[src/pkg/kpi_pkg.sv]
// Purpose: constants for the pin interrupt unit
// Assumes: one 40 MHz bus clock, 8-bit registers on a plain port
// Notes: register offsets are local word indices
//
// Operation
// up to eight external pin sources, each with its own enable
// clock-gate bit set after reset; clearing it stops the unit; code keeps the shallow stop pin wake active while gated
// keeps running in wait; enabled pin event with enable wakes processor
// shallow stop: asynchronous pin detection wakes processor without clock
// deep stop disables the unit and returns all state to reset; code keeps gate bit, pin syncs, status and mask
// active debug halt: detection and flagging continue as in run
// per pin: falling or falling+low, or rising or rising+high
// control bit 3 reads event flag; writes never change it directly
// writing 1 to bit 2 acknowledges; bit 2 always reads 0
// bit 1 enables the interrupt request; at 0 no request
// bit 0 with polarity bits selects edge-only or edge-and-level for all pins
// each pin enable bit includes its pin when 1, excludes when 0
// each polarity bit selects active polarity and pull direction
// polarity 0 selects pullup and falling/low; 1 pulldown and rising/high
// edges sampled synchronously: deasserted then asserted in next cycle
// edge-and-level: acknowledge leaves flag set while any enabled pin asserted
// request output is flag AND enable, held until flag clears
package kpi_pkg;
  localparam int ADDR_W = 4;
  localparam logic [3:0] OFS_SC = 4'h0;
  localparam logic [3:0] OFS_PE = 4'h1;
  localparam logic [3:0] OFS_ES = 4'h2;
  localparam logic [3:0] OFS_CG = 4'h3;
  localparam logic [3:0] OFS_ST = 4'h4;
  localparam logic [3:0] OFS_MK = 4'h5;
  localparam int SC_FLAG = 3;
  localparam int SC_ACK = 2;
  localparam int SC_IE = 1;
  localparam int SC_MOD = 0;
  localparam logic [7:0] RST_SC = 8'h00;
  localparam logic [7:0] RST_PE = 8'h00;
  localparam logic [7:0] RST_ES = 8'h00;
  localparam logic RST_CG = 1'b1;
  localparam int EV_FLAG = 0;
  localparam int EV_WAKE = 1;
  localparam int EV_W = 2;
endpackage

[src/rtl/kpi_keypad_pin_interrupt.sv]
// Purpose: eight-pin keypad pin interrupt unit with register port
// Assumes: pins asynchronous to clk; low-power mode inputs from system logic
// Notes: shallow stop wake is combinational from the pins, no clock needed
`timescale 1ns/1ps
module kpi_keypad_pin_interrupt #(
  parameter int PINS = 8
)(
  input wire logic clk,
  input wire logic arst_n,
  input wire logic [PINS-1:0] pin_in,
  input wire logic wait_mode,
  input wire logic shallow_stop_mode,
  input wire logic deep_stop_mode,
  input wire logic debug_halt,
  input wire logic [kpi_pkg::ADDR_W-1:0] addr,
  input wire logic [7:0] wdata,
  input wire logic wr,
  input wire logic rd,
  output logic [7:0] rdata,
  output logic [PINS-1:0] pull_down_sel,
  output logic unit_irq,
  output logic wake_req,
  output logic sys_irq
);
  // ----------------------------------------------------------------
  // parameter check
  // ----------------------------------------------------------------
  // eight pins at most
  if (PINS < 1 || PINS > 8)
  begin : g_bad
    $error("PINS must be 1 to 8");
  end

  // ----------------------------------------------------------------
  // state
  // ----------------------------------------------------------------
  logic [PINS-1:0] sync1;
  logic [PINS-1:0] sync2;
  logic [PINS-1:0] prev;
  logic [PINS-1:0] pin_en;
  logic [PINS-1:0] pol;
  logic ie;
  logic lvl_mode;
  logic flag;
  logic clk_gate;
  logic [kpi_pkg::EV_W-1:0] ev_stat;
  logic [kpi_pkg::EV_W-1:0] ev_mask;
  logic soft_rst;
  logic run;
  logic [PINS-1:0] asserted;
  logic [PINS-1:0] edge_hit;
  logic any_edge;
  logic any_level;
  logic set_flag;
  logic ack;
  logic async_hit;
  logic [kpi_pkg::EV_W-1:0] ev_in;
  logic wake_s1;
  logic wake_s2;

  // zero-extends a pin vector onto the 8-bit read bus
  function automatic logic [7:0] pad8(input logic [PINS-1:0] v);
    logic [7:0] r;
    r = 8'h00;
    r[PINS-1:0] = v;
    return r;
  endfunction

  // pin at its asserted level and enabled as a source
  function automatic logic [PINS-1:0] pin_active(input logic [PINS-1:0] v,
    input logic [PINS-1:0] p, input logic [PINS-1:0] en);
    return ~(v ^ p) & en;
  endfunction

  // deep stop resets enables, polarity, control, flag and edge history; gate bit and syncs keep
  assign soft_rst = deep_stop_mode;
  // clock gate
  assign run = clk_gate && !shallow_stop_mode;
  // polarity 1 means high is asserted
  assign asserted = pin_active(sync2, pol, pin_en);
  // deasserted sample then asserted sample
  assign edge_hit = asserted & ~pin_active(prev, pol, pin_en);
  assign any_edge = |edge_hit;
  // level term only in edge-and-level mode
  assign any_level = lvl_mode && (|asserted);
  // debug halt is not a term: detection carries on
  assign set_flag = run && (any_edge || any_level);
  assign ack = wr && addr == kpi_pkg::OFS_SC && wdata[kpi_pkg::SC_ACK];
  // asynchronous detection of asserted level while clock stopped
  assign async_hit = |pin_active(pin_in, pol, pin_en);

  // ----------------------------------------------------------------
  // pin sampling
  // ----------------------------------------------------------------
  always_ff @(posedge clk or negedge arst_n)
  begin
    if (!arst_n)
    begin
      sync1 <= '0;
      sync2 <= '0;
    end
    else if (run)
    begin
      sync1 <= pin_in;
      sync2 <= sync1;
    end
  end

  always_ff @(posedge clk or negedge arst_n)
  begin
    if (!arst_n)
      prev <= '0;
    else if (soft_rst)
      prev <= '0;
    else if (run)
      prev <= sync2;
  end

  // ----------------------------------------------------------------
  // registers
  // ----------------------------------------------------------------
  always_ff @(posedge clk or negedge arst_n)
  begin
    if (!arst_n)
    begin
      pin_en <= kpi_pkg::RST_PE[PINS-1:0];
      pol <= kpi_pkg::RST_ES[PINS-1:0];
      ie <= kpi_pkg::RST_SC[kpi_pkg::SC_IE];
      lvl_mode <= kpi_pkg::RST_SC[kpi_pkg::SC_MOD];
    end
    // deep stop reset
    else if (soft_rst)
    begin
      pin_en <= kpi_pkg::RST_PE[PINS-1:0];
      pol <= kpi_pkg::RST_ES[PINS-1:0];
      ie <= kpi_pkg::RST_SC[kpi_pkg::SC_IE];
      lvl_mode <= kpi_pkg::RST_SC[kpi_pkg::SC_MOD];
    end
    else if (wr && clk_gate)
    begin
      if (addr == kpi_pkg::OFS_SC)
      begin
        ie <= wdata[kpi_pkg::SC_IE];
        lvl_mode <= wdata[kpi_pkg::SC_MOD];
      end
      // pin enables
      else if (addr == kpi_pkg::OFS_PE)
        pin_en <= wdata[PINS-1:0];
      // polarity and pull select
      else if (addr == kpi_pkg::OFS_ES)
        pol <= wdata[PINS-1:0];
    end
  end

  // the gate bit lives outside the gated domain, so deep stop leaves it alone
  always_ff @(posedge clk or negedge arst_n)
  begin
    if (!arst_n)
      clk_gate <= kpi_pkg::RST_CG;
    else if (wr && addr == kpi_pkg::OFS_CG)
      clk_gate <= wdata[0];
  end

  // ----------------------------------------------------------------
  // event flag
  // ----------------------------------------------------------------
  // set by detection only; set wins over acknowledge
  always_ff @(posedge clk or negedge arst_n)
  begin
    if (!arst_n)
      flag <= 1'b0;
    else if (soft_rst)
      flag <= 1'b0;
    else if (set_flag)
      flag <= 1'b1;
    // acknowledge clears
    else if (ack && clk_gate)
      flag <= 1'b0;
  end

  // request is flag and enable
  assign unit_irq = flag && ie;
  // wake from wait on request; async wake in shallow stop
  assign wake_req = (wait_mode && unit_irq)
    || (shallow_stop_mode && ie && async_hit);
  // pull direction follows polarity
  assign pull_down_sel = pol;

  // ----------------------------------------------------------------
  // wake event capture
  // ----------------------------------------------------------------
  // the wake term reads raw pins; two flops keep it from
  // reaching the status register asynchronously
  always_ff @(posedge clk or negedge arst_n)
  begin
    if (!arst_n)
    begin
      wake_s1 <= 1'b0;
      wake_s2 <= 1'b0;
    end
    else
    begin
      wake_s1 <= wake_req;
      wake_s2 <= wake_s1;
    end
  end

  // ----------------------------------------------------------------
  // system interrupt status
  // ----------------------------------------------------------------
  assign ev_in = {wake_s2, set_flag};

  always_ff @(posedge clk or negedge arst_n)
  begin
    if (!arst_n)
    begin
      ev_stat <= '0;
      ev_mask <= '0;
    end
    else
    begin
      if (wr && addr == kpi_pkg::OFS_ST)
        ev_stat <= (ev_stat & ~wdata[kpi_pkg::EV_W-1:0]) | ev_in;
      else
        ev_stat <= ev_stat | ev_in;
      if (wr && addr == kpi_pkg::OFS_MK)
        ev_mask <= wdata[kpi_pkg::EV_W-1:0];
    end
  end

  assign sys_irq = |(ev_stat & ev_mask);

  // ----------------------------------------------------------------
  // read port
  // ----------------------------------------------------------------
  always_ff @(posedge clk or negedge arst_n)
  begin
    if (!arst_n)
      rdata <= 8'h00;
    else if (rd)
    begin
      if (addr == kpi_pkg::OFS_SC)
        rdata <= {4'h0, flag, 1'b0, ie, lvl_mode};
      else if (addr == kpi_pkg::OFS_PE)
        rdata <= pad8(pin_en);
      else if (addr == kpi_pkg::OFS_ES)
        rdata <= pad8(pol);
      else if (addr == kpi_pkg::OFS_CG)
        rdata <= {7'h00, clk_gate};
      else if (addr == kpi_pkg::OFS_ST)
        rdata <= {6'h00, ev_stat};
      else if (addr == kpi_pkg::OFS_MK)
        rdata <= {6'h00, ev_mask};
      else
        rdata <= 8'h00;
    end
    else
      rdata <= 8'h00;
  end

  // ----------------------------------------------------------------
  // checks
  // ----------------------------------------------------------------
  irq_follows_flag_a: assert property (@(posedge clk) disable iff (!arst_n)
    unit_irq == (flag && ie)) else $error("request not flag and enable");
  irq_off_a: assert property (@(posedge clk) disable iff (!arst_n)
    !ie |-> !unit_irq) else $error("request with enable off");
  flag_set_a: assert property (@(posedge clk) disable iff (!arst_n)
    set_flag && !soft_rst |=> flag) else $error("edge did not set flag");
  ack_read_a: assert property (@(posedge clk) disable iff (!arst_n)
    rd && addr == kpi_pkg::OFS_SC |=> !rdata[kpi_pkg::SC_ACK]) else $error("ack bit read as one");
  level_hold_a: assert property (@(posedge clk) disable iff (!arst_n)
    lvl_mode && run && (|asserted) && !soft_rst |=> flag) else $error("level flag lost");
  deep_reset_a: assert property (@(posedge clk) disable iff (!arst_n)
    soft_rst |=> !flag && pin_en == '0 && !ie) else $error("deep stop not reset");
  gate_stop_a: assert property (@(posedge clk) disable iff (!arst_n)
    !clk_gate && !flag |=> !flag) else $error("flag set while gated");
  flag_read_a: assert property (@(posedge clk) disable iff (!arst_n)
    rd && addr == kpi_pkg::OFS_SC |=> rdata[kpi_pkg::SC_FLAG] == $past(flag))
    else $error("flag read mismatch");
  no_pin_a: assert property (@(posedge clk) disable iff (!arst_n)
    pin_en == '0 && !lvl_mode |-> !set_flag) else $error("disabled pin set flag");

  // ----------------------------------------------------------------
  // checks: detection
  // ----------------------------------------------------------------
  debug_run_a: assert property (@(posedge clk) disable iff (!arst_n)
    debug_halt && set_flag && !soft_rst |=> flag)
    else $error("flag lost in debug halt");
  edge_set_a: assert property (@(posedge clk) disable iff (!arst_n)
    any_edge && run && !soft_rst |=> flag)
    else $error("pin edge did not set flag");
  edge_only_a: assert property (@(posedge clk) disable iff (!arst_n)
    !lvl_mode && !any_edge |-> !set_flag)
    else $error("level set flag in edge mode");
  lvl_ack_a: assert property (@(posedge clk) disable iff (!arst_n)
    ack && lvl_mode && run && (|asserted) |=> flag)
    else $error("ack cleared flag with pin asserted");
  ack_clear_a: assert property (@(posedge clk) disable iff (!arst_n)
    ack && clk_gate && !set_flag && !soft_rst |=> !flag)
    else $error("ack did not clear flag");
  write_no_set_a: assert property (@(posedge clk) disable iff (!arst_n)
    wr && addr == kpi_pkg::OFS_SC && wdata[kpi_pkg::SC_FLAG] && !flag && !set_flag |=> !flag)
    else $error("write set the flag");

  // ----------------------------------------------------------------
  // checks: registers
  // ----------------------------------------------------------------
  gate_hold_a: assert property (@(posedge clk) disable iff (!arst_n)
    !clk_gate && wr && addr == kpi_pkg::OFS_PE && !soft_rst |=> pin_en == $past(pin_en))
    else $error("write landed while gated");
  cg_keep_a: assert property (@(posedge clk) disable iff (!arst_n)
    soft_rst && !(wr && addr == kpi_pkg::OFS_CG) |=> clk_gate == $past(clk_gate))
    else $error("gate bit changed in deep stop");
  pe_read_a: assert property (@(posedge clk) disable iff (!arst_n)
    rd && addr == kpi_pkg::OFS_PE |=> rdata == pad8($past(pin_en)))
    else $error("pin enable read mismatch");
  pull_sel_a: assert property (@(posedge clk) disable iff (!arst_n)
    pull_down_sel == pol)
    else $error("pull select not polarity");
  es_read_a: assert property (@(posedge clk) disable iff (!arst_n)
    rd && addr == kpi_pkg::OFS_ES |=> rdata == pad8($past(pol)))
    else $error("polarity read mismatch");
  idle_read_a: assert property (@(posedge clk) disable iff (!arst_n)
    !rd |=> rdata == 8'h00)
    else $error("read data without read");
  irq_hold_a: assert property (@(posedge clk) disable iff (!arst_n)
    unit_irq && !soft_rst && !(wr && addr == kpi_pkg::OFS_SC) |=> unit_irq)
    else $error("request dropped early");

  // ----------------------------------------------------------------
  // checks: power modes
  // ----------------------------------------------------------------
  wait_wake_a: assert property (@(posedge clk) disable iff (!arst_n)
    wait_mode && unit_irq |-> wake_req)
    else $error("no wake from wait");
  stop_wake_a: assert property (@(posedge clk) disable iff (!arst_n)
    shallow_stop_mode && ie && async_hit |-> wake_req)
    else $error("no wake from shallow stop");
  stop_freeze_a: assert property (@(posedge clk) disable iff (!arst_n)
    shallow_stop_mode && !soft_rst && !ack |=> flag == $past(flag))
    else $error("flag moved in shallow stop");
  deep_ctrl_a: assert property (@(posedge clk) disable iff (!arst_n)
    soft_rst |=> pol == '0 && !lvl_mode)
    else $error("deep stop left control set");
  wake_off_a: assert property (@(posedge clk) disable iff (!arst_n)
    !ie |-> !wake_req)
    else $error("wake with enable off");
endmodule

[config.mk]
export PLATFORM = sky130hd
export DESIGN_NAME = kpi_keypad_pin_interrupt
export DESIGN_NICKNAME = d
export VERILOG_FILES = /design/src/pkg/kpi_pkg.sv /design/src/rtl/kpi_keypad_pin_interrupt.sv
export SDC_FILE = /design/constraint.sdc
export NUM_CORES = 1
export LEC_CHECK = 0
export BUFFER_PORTS_ARGS = -buffer_cell sky130_fd_sc_hd__buf_2
export CAP_MARGIN = 20
export CORE_MARGIN = 2
export CORE_UTILIZATION = 45
export DETAILED_ROUTE_END_ITERATION = 10
export GPL_TIMING_DRIVEN = 0
export PLACE_DENSITY = 0.67
export SLEW_MARGIN = 20
export SYNTH_ARGS = -nofsm -noshare
export SYNTH_HDL_FRONTEND = slang
export SYNTH_SLANG_ARGS = --single-unit
[constraint.sdc]
create_clock -name clk -period 4.8 [get_ports clk]
set_input_delay 1.2 -clock clk [delete_from_list [all_inputs] [get_ports clk]]
set_output_delay 1.2 -clock clk [all_outputs]
set_load 0.02 [all_outputs]
==> flow_summary.yaml <==
global_route:
  grt_max_degree: 59
  overflow: 0
  antenna_found_initial: 0
  grt_pass1_wl_um: 10800
  gr-usage-all-layers_pct: 19.8
  grt_pass1_vias: 2177
setup_path:
  reg2regPathDepth: 4
  critPathRequiredTime_ns: 3.60
  cp.arrival_ns: 2.62
  r2r_start: "pull_down_sel[7]"
  rr_endpoint: "wake_s1"
  r2r_slack_ns: 3.02
  crit_start: "pin_in[7]"
  crit_fanout: 2
  critPathKind: "in2out"
  crit_path_end_kind: "output port"
  critical_path.startpoint_type: "input pin"
timing:
  finalHoldViolations: 0
  finalSetupViolCount: 0
  tns_ns: 0
  rsz0062_at_grt: "no"
  fin_skew_ns: 0.00406
  min_period_ns: 3.82
  clock.fmax_mhz: 262
  maxSlewViolCount: 0
  tightest_slew_ns: 0.734
  max-slew-margin-rel_pct: 51.1
  fin_crit_sh_pct: 79.5
  fin_ws_ns: 0.982
layout:
  layout-drive-gt1-share_pct: 19.3
  final_area_um2: 3370
  num_antenna_cells: 0
  area_growth_pct: 18.3
  nets: 375
  instances_no_fill: 427
cts:
  htreeDepth: 3
  cts_tree: "built"
  root_buffer: "clkbuf_8"
  ctsHoldBuffers: 0
  cts_buffers: 9
  clk_pin_slew_ns: 0.06
  cts_sinks: 58
  post_cts_buffers: 0
  clk_latency_ns: 0.34
  clockBufferDepth: 2
  postCtsResizedCells: 0
floorplanning:
  core_um2: 6030
  start_util_pct: 47.3
  num_rows: 28
  die_h_um: 83.6
  dieArea_um2: 6980
  dieWidth_um: 83.6
  io_pins: 47
power:
  powerDensity_nw_per_um2: 377
  switching_share_pct: 28.5
  internal_power_uw: 909
  p_switching_uw: 363
  clkPwrFrac_pct: 35.7
  pwr-share-seq_pct: 49.7
  power_frac_comb_pct: 14.7
  vdd_drop_max_uv: 259
  power_leakage_nw: 1.73
logic_synthesis:
  syn_inst: 292
  yosysWarnings: 0
  async_reset_ff_share_pct: 100
  syn-cell-area_um2: 2850
  synth_ff_type: "dfrtp_1"
  syn_nets: 320
  synth_edf_count: 0
  syn_area_per_cell_um2: 9.76
  synth_cell_types: 39
  synth.ff_latch_count: 58
  synth-seq-area-share_pct: 51.0
placement:
  io_buffer_count: 44
  place_ws_ns: 1.02
  dp.cells: 411
  gp_congestion: 0.892
  placed_cell_area_um2: 3170
  dp_hpwl_um: 4630
status:
  outcome: "completed"
routing:
  vias: 2259
  routed_via_density: 5.29
  drtAntennaViolNets: 0
  avgRoutedWirePerCell_um: 15.2
  drt_first_pass_iters: 4
  drt_iter0_markers: 185
  drc: 0
  routed_wirelength_um: 6490
min_path:
  worstHoldStart: "wake_s1"
  whs_endpoint: "wake_s2"
  min_path_type: "reg2reg"
  worstHoldPathCells: 0
flow_run:
  maxCapViolCount: 0
==> cell type report <==
class,instances,area (um^2)
fill,578,2660
sequential,58,1450
multi-input combinational,220,1340
timing repair buffer,44,223
clock buffer,11,151
tap,75,93.8
clock inverter,5,52.6
buffer,11,42.5
inverter,3,11.3
==> power by group through the flow <==
stage	clock [mW]	sequential, mW	combinational (mW)
after global placement	0	0.636	0.182
after floorplan	0	0.623	0.134
final	0.453	0.632	0.187
after detailed placement	0	0.638	0.188
after global routing	0.485	0.642	0.216
after CTS	0.465	0.630	0.190
==> metrics by stage <==
stage	power (mW)	util, %	hold WS [ns]
after floorplan	0.757	-	0.331
after global placement	0.818	52.5	0.343
after detailed placement	0.827	52.5	0.340
after CTS	1.29	55.9	0.365
after global routing	1.34	55.9	0.368
final	1.27	55.9	0.358
==> how the worst max path moves through the flow <==
stage / to / depth (start not counted)
CTS: wake_req / 6
floorplan: wake_req / 4
detailed placement: wake_req / 6
global route: wake_req / 6
global placement: wake_req / 6
finish: wake_req / 6
==> worst max-delay path: stages <==
cell and delay (ns):
buf_2 0.12, xnor2_1 0.12, a22o_1 0.25, o41ai_1 0.55, a21boi_1 0.18, buf_2 0.20
==> cell families after synthesis <==
group / synth area share [%]
simple gates: 21.8
flops: 51.0
compound gates: 11.9
mux: 8.56
xor+xnor: 4.92
buf+inv: 1.89
==> metal layers <==
metal | wire (um) | part of all wire, % | vias up | global-route usage, %
met5 | 0 | 0 | - | 0
met4 | 119 | 1.8 | 0 | 7.92
met3 | 372 | 5.7 | 11 | 5.34
met2 | 2960 | 46 | 60 | 30.0
met1 | 3040 | 47 | 1064 | 26.9
li1 | - | - | 1124 | -
==> cell usage after synthesis, types with 2 or more instances <==
cell	instances	share of area [%]
nand4_1	3	0.66
and4_1	2	0.61
nand2_1	72	9.5
dfrtp_1	57	50
clkbuf_1	10	1.3
mux2i_1	21	7.4
nor3b_1	7	1.8
inv_1	3	0.40
a22oi_1	5	1.3
a22o_1	9	2.8
o21ai_0	9	1.6
nor2_1	30	4.0
xnor2_1	16	4.9
and3b_1	7	2.2
and2b_1	2	0.53
nor2b_1	3	0.66
a41oi_1	3	0.92
mux2_2	2	0.79
nand3_2	2	0.70
a21oi_1	10	1.8
==> cells in the final DEF, fill, tap and decap left out, drive strengths merged <==
master,count
nand2,72
dfrtp,57
buf,45
nor2,30
mux2i,21
clkbuf,21
xnor2,16
a21oi,10
o21ai,10
a22o,9
nor3b,7
and3b,7
a22oi,5
inv,3
nor2b,3
nand4,3
a41oi,3
clkinv,3
nand3,3
mux2,3
and2b,2
and4,2
o221a,2
o41ai,2
and2,2
o2bb2ai,1
o311a,1
and4b,1
a31oi,1
a21boi,1
a21o,1
nand2b,1
o21bai,1
dfstp,1
clkinvlp,1
bufinv,1
==> registers in the layout, summed over array words and instances (netlist names) <==
register,cells
clk_gate,1
wake_s2,1
pin_en,8
sync1,8
pull_down_sel,8
sync2,8
rdata,8
wake_s1,1
ev_stat,2
lvl_mode,1
ie,1
ev_mask,2
flag,1
prev,8
Note: power is estimated with default switching activity, not from simulation.
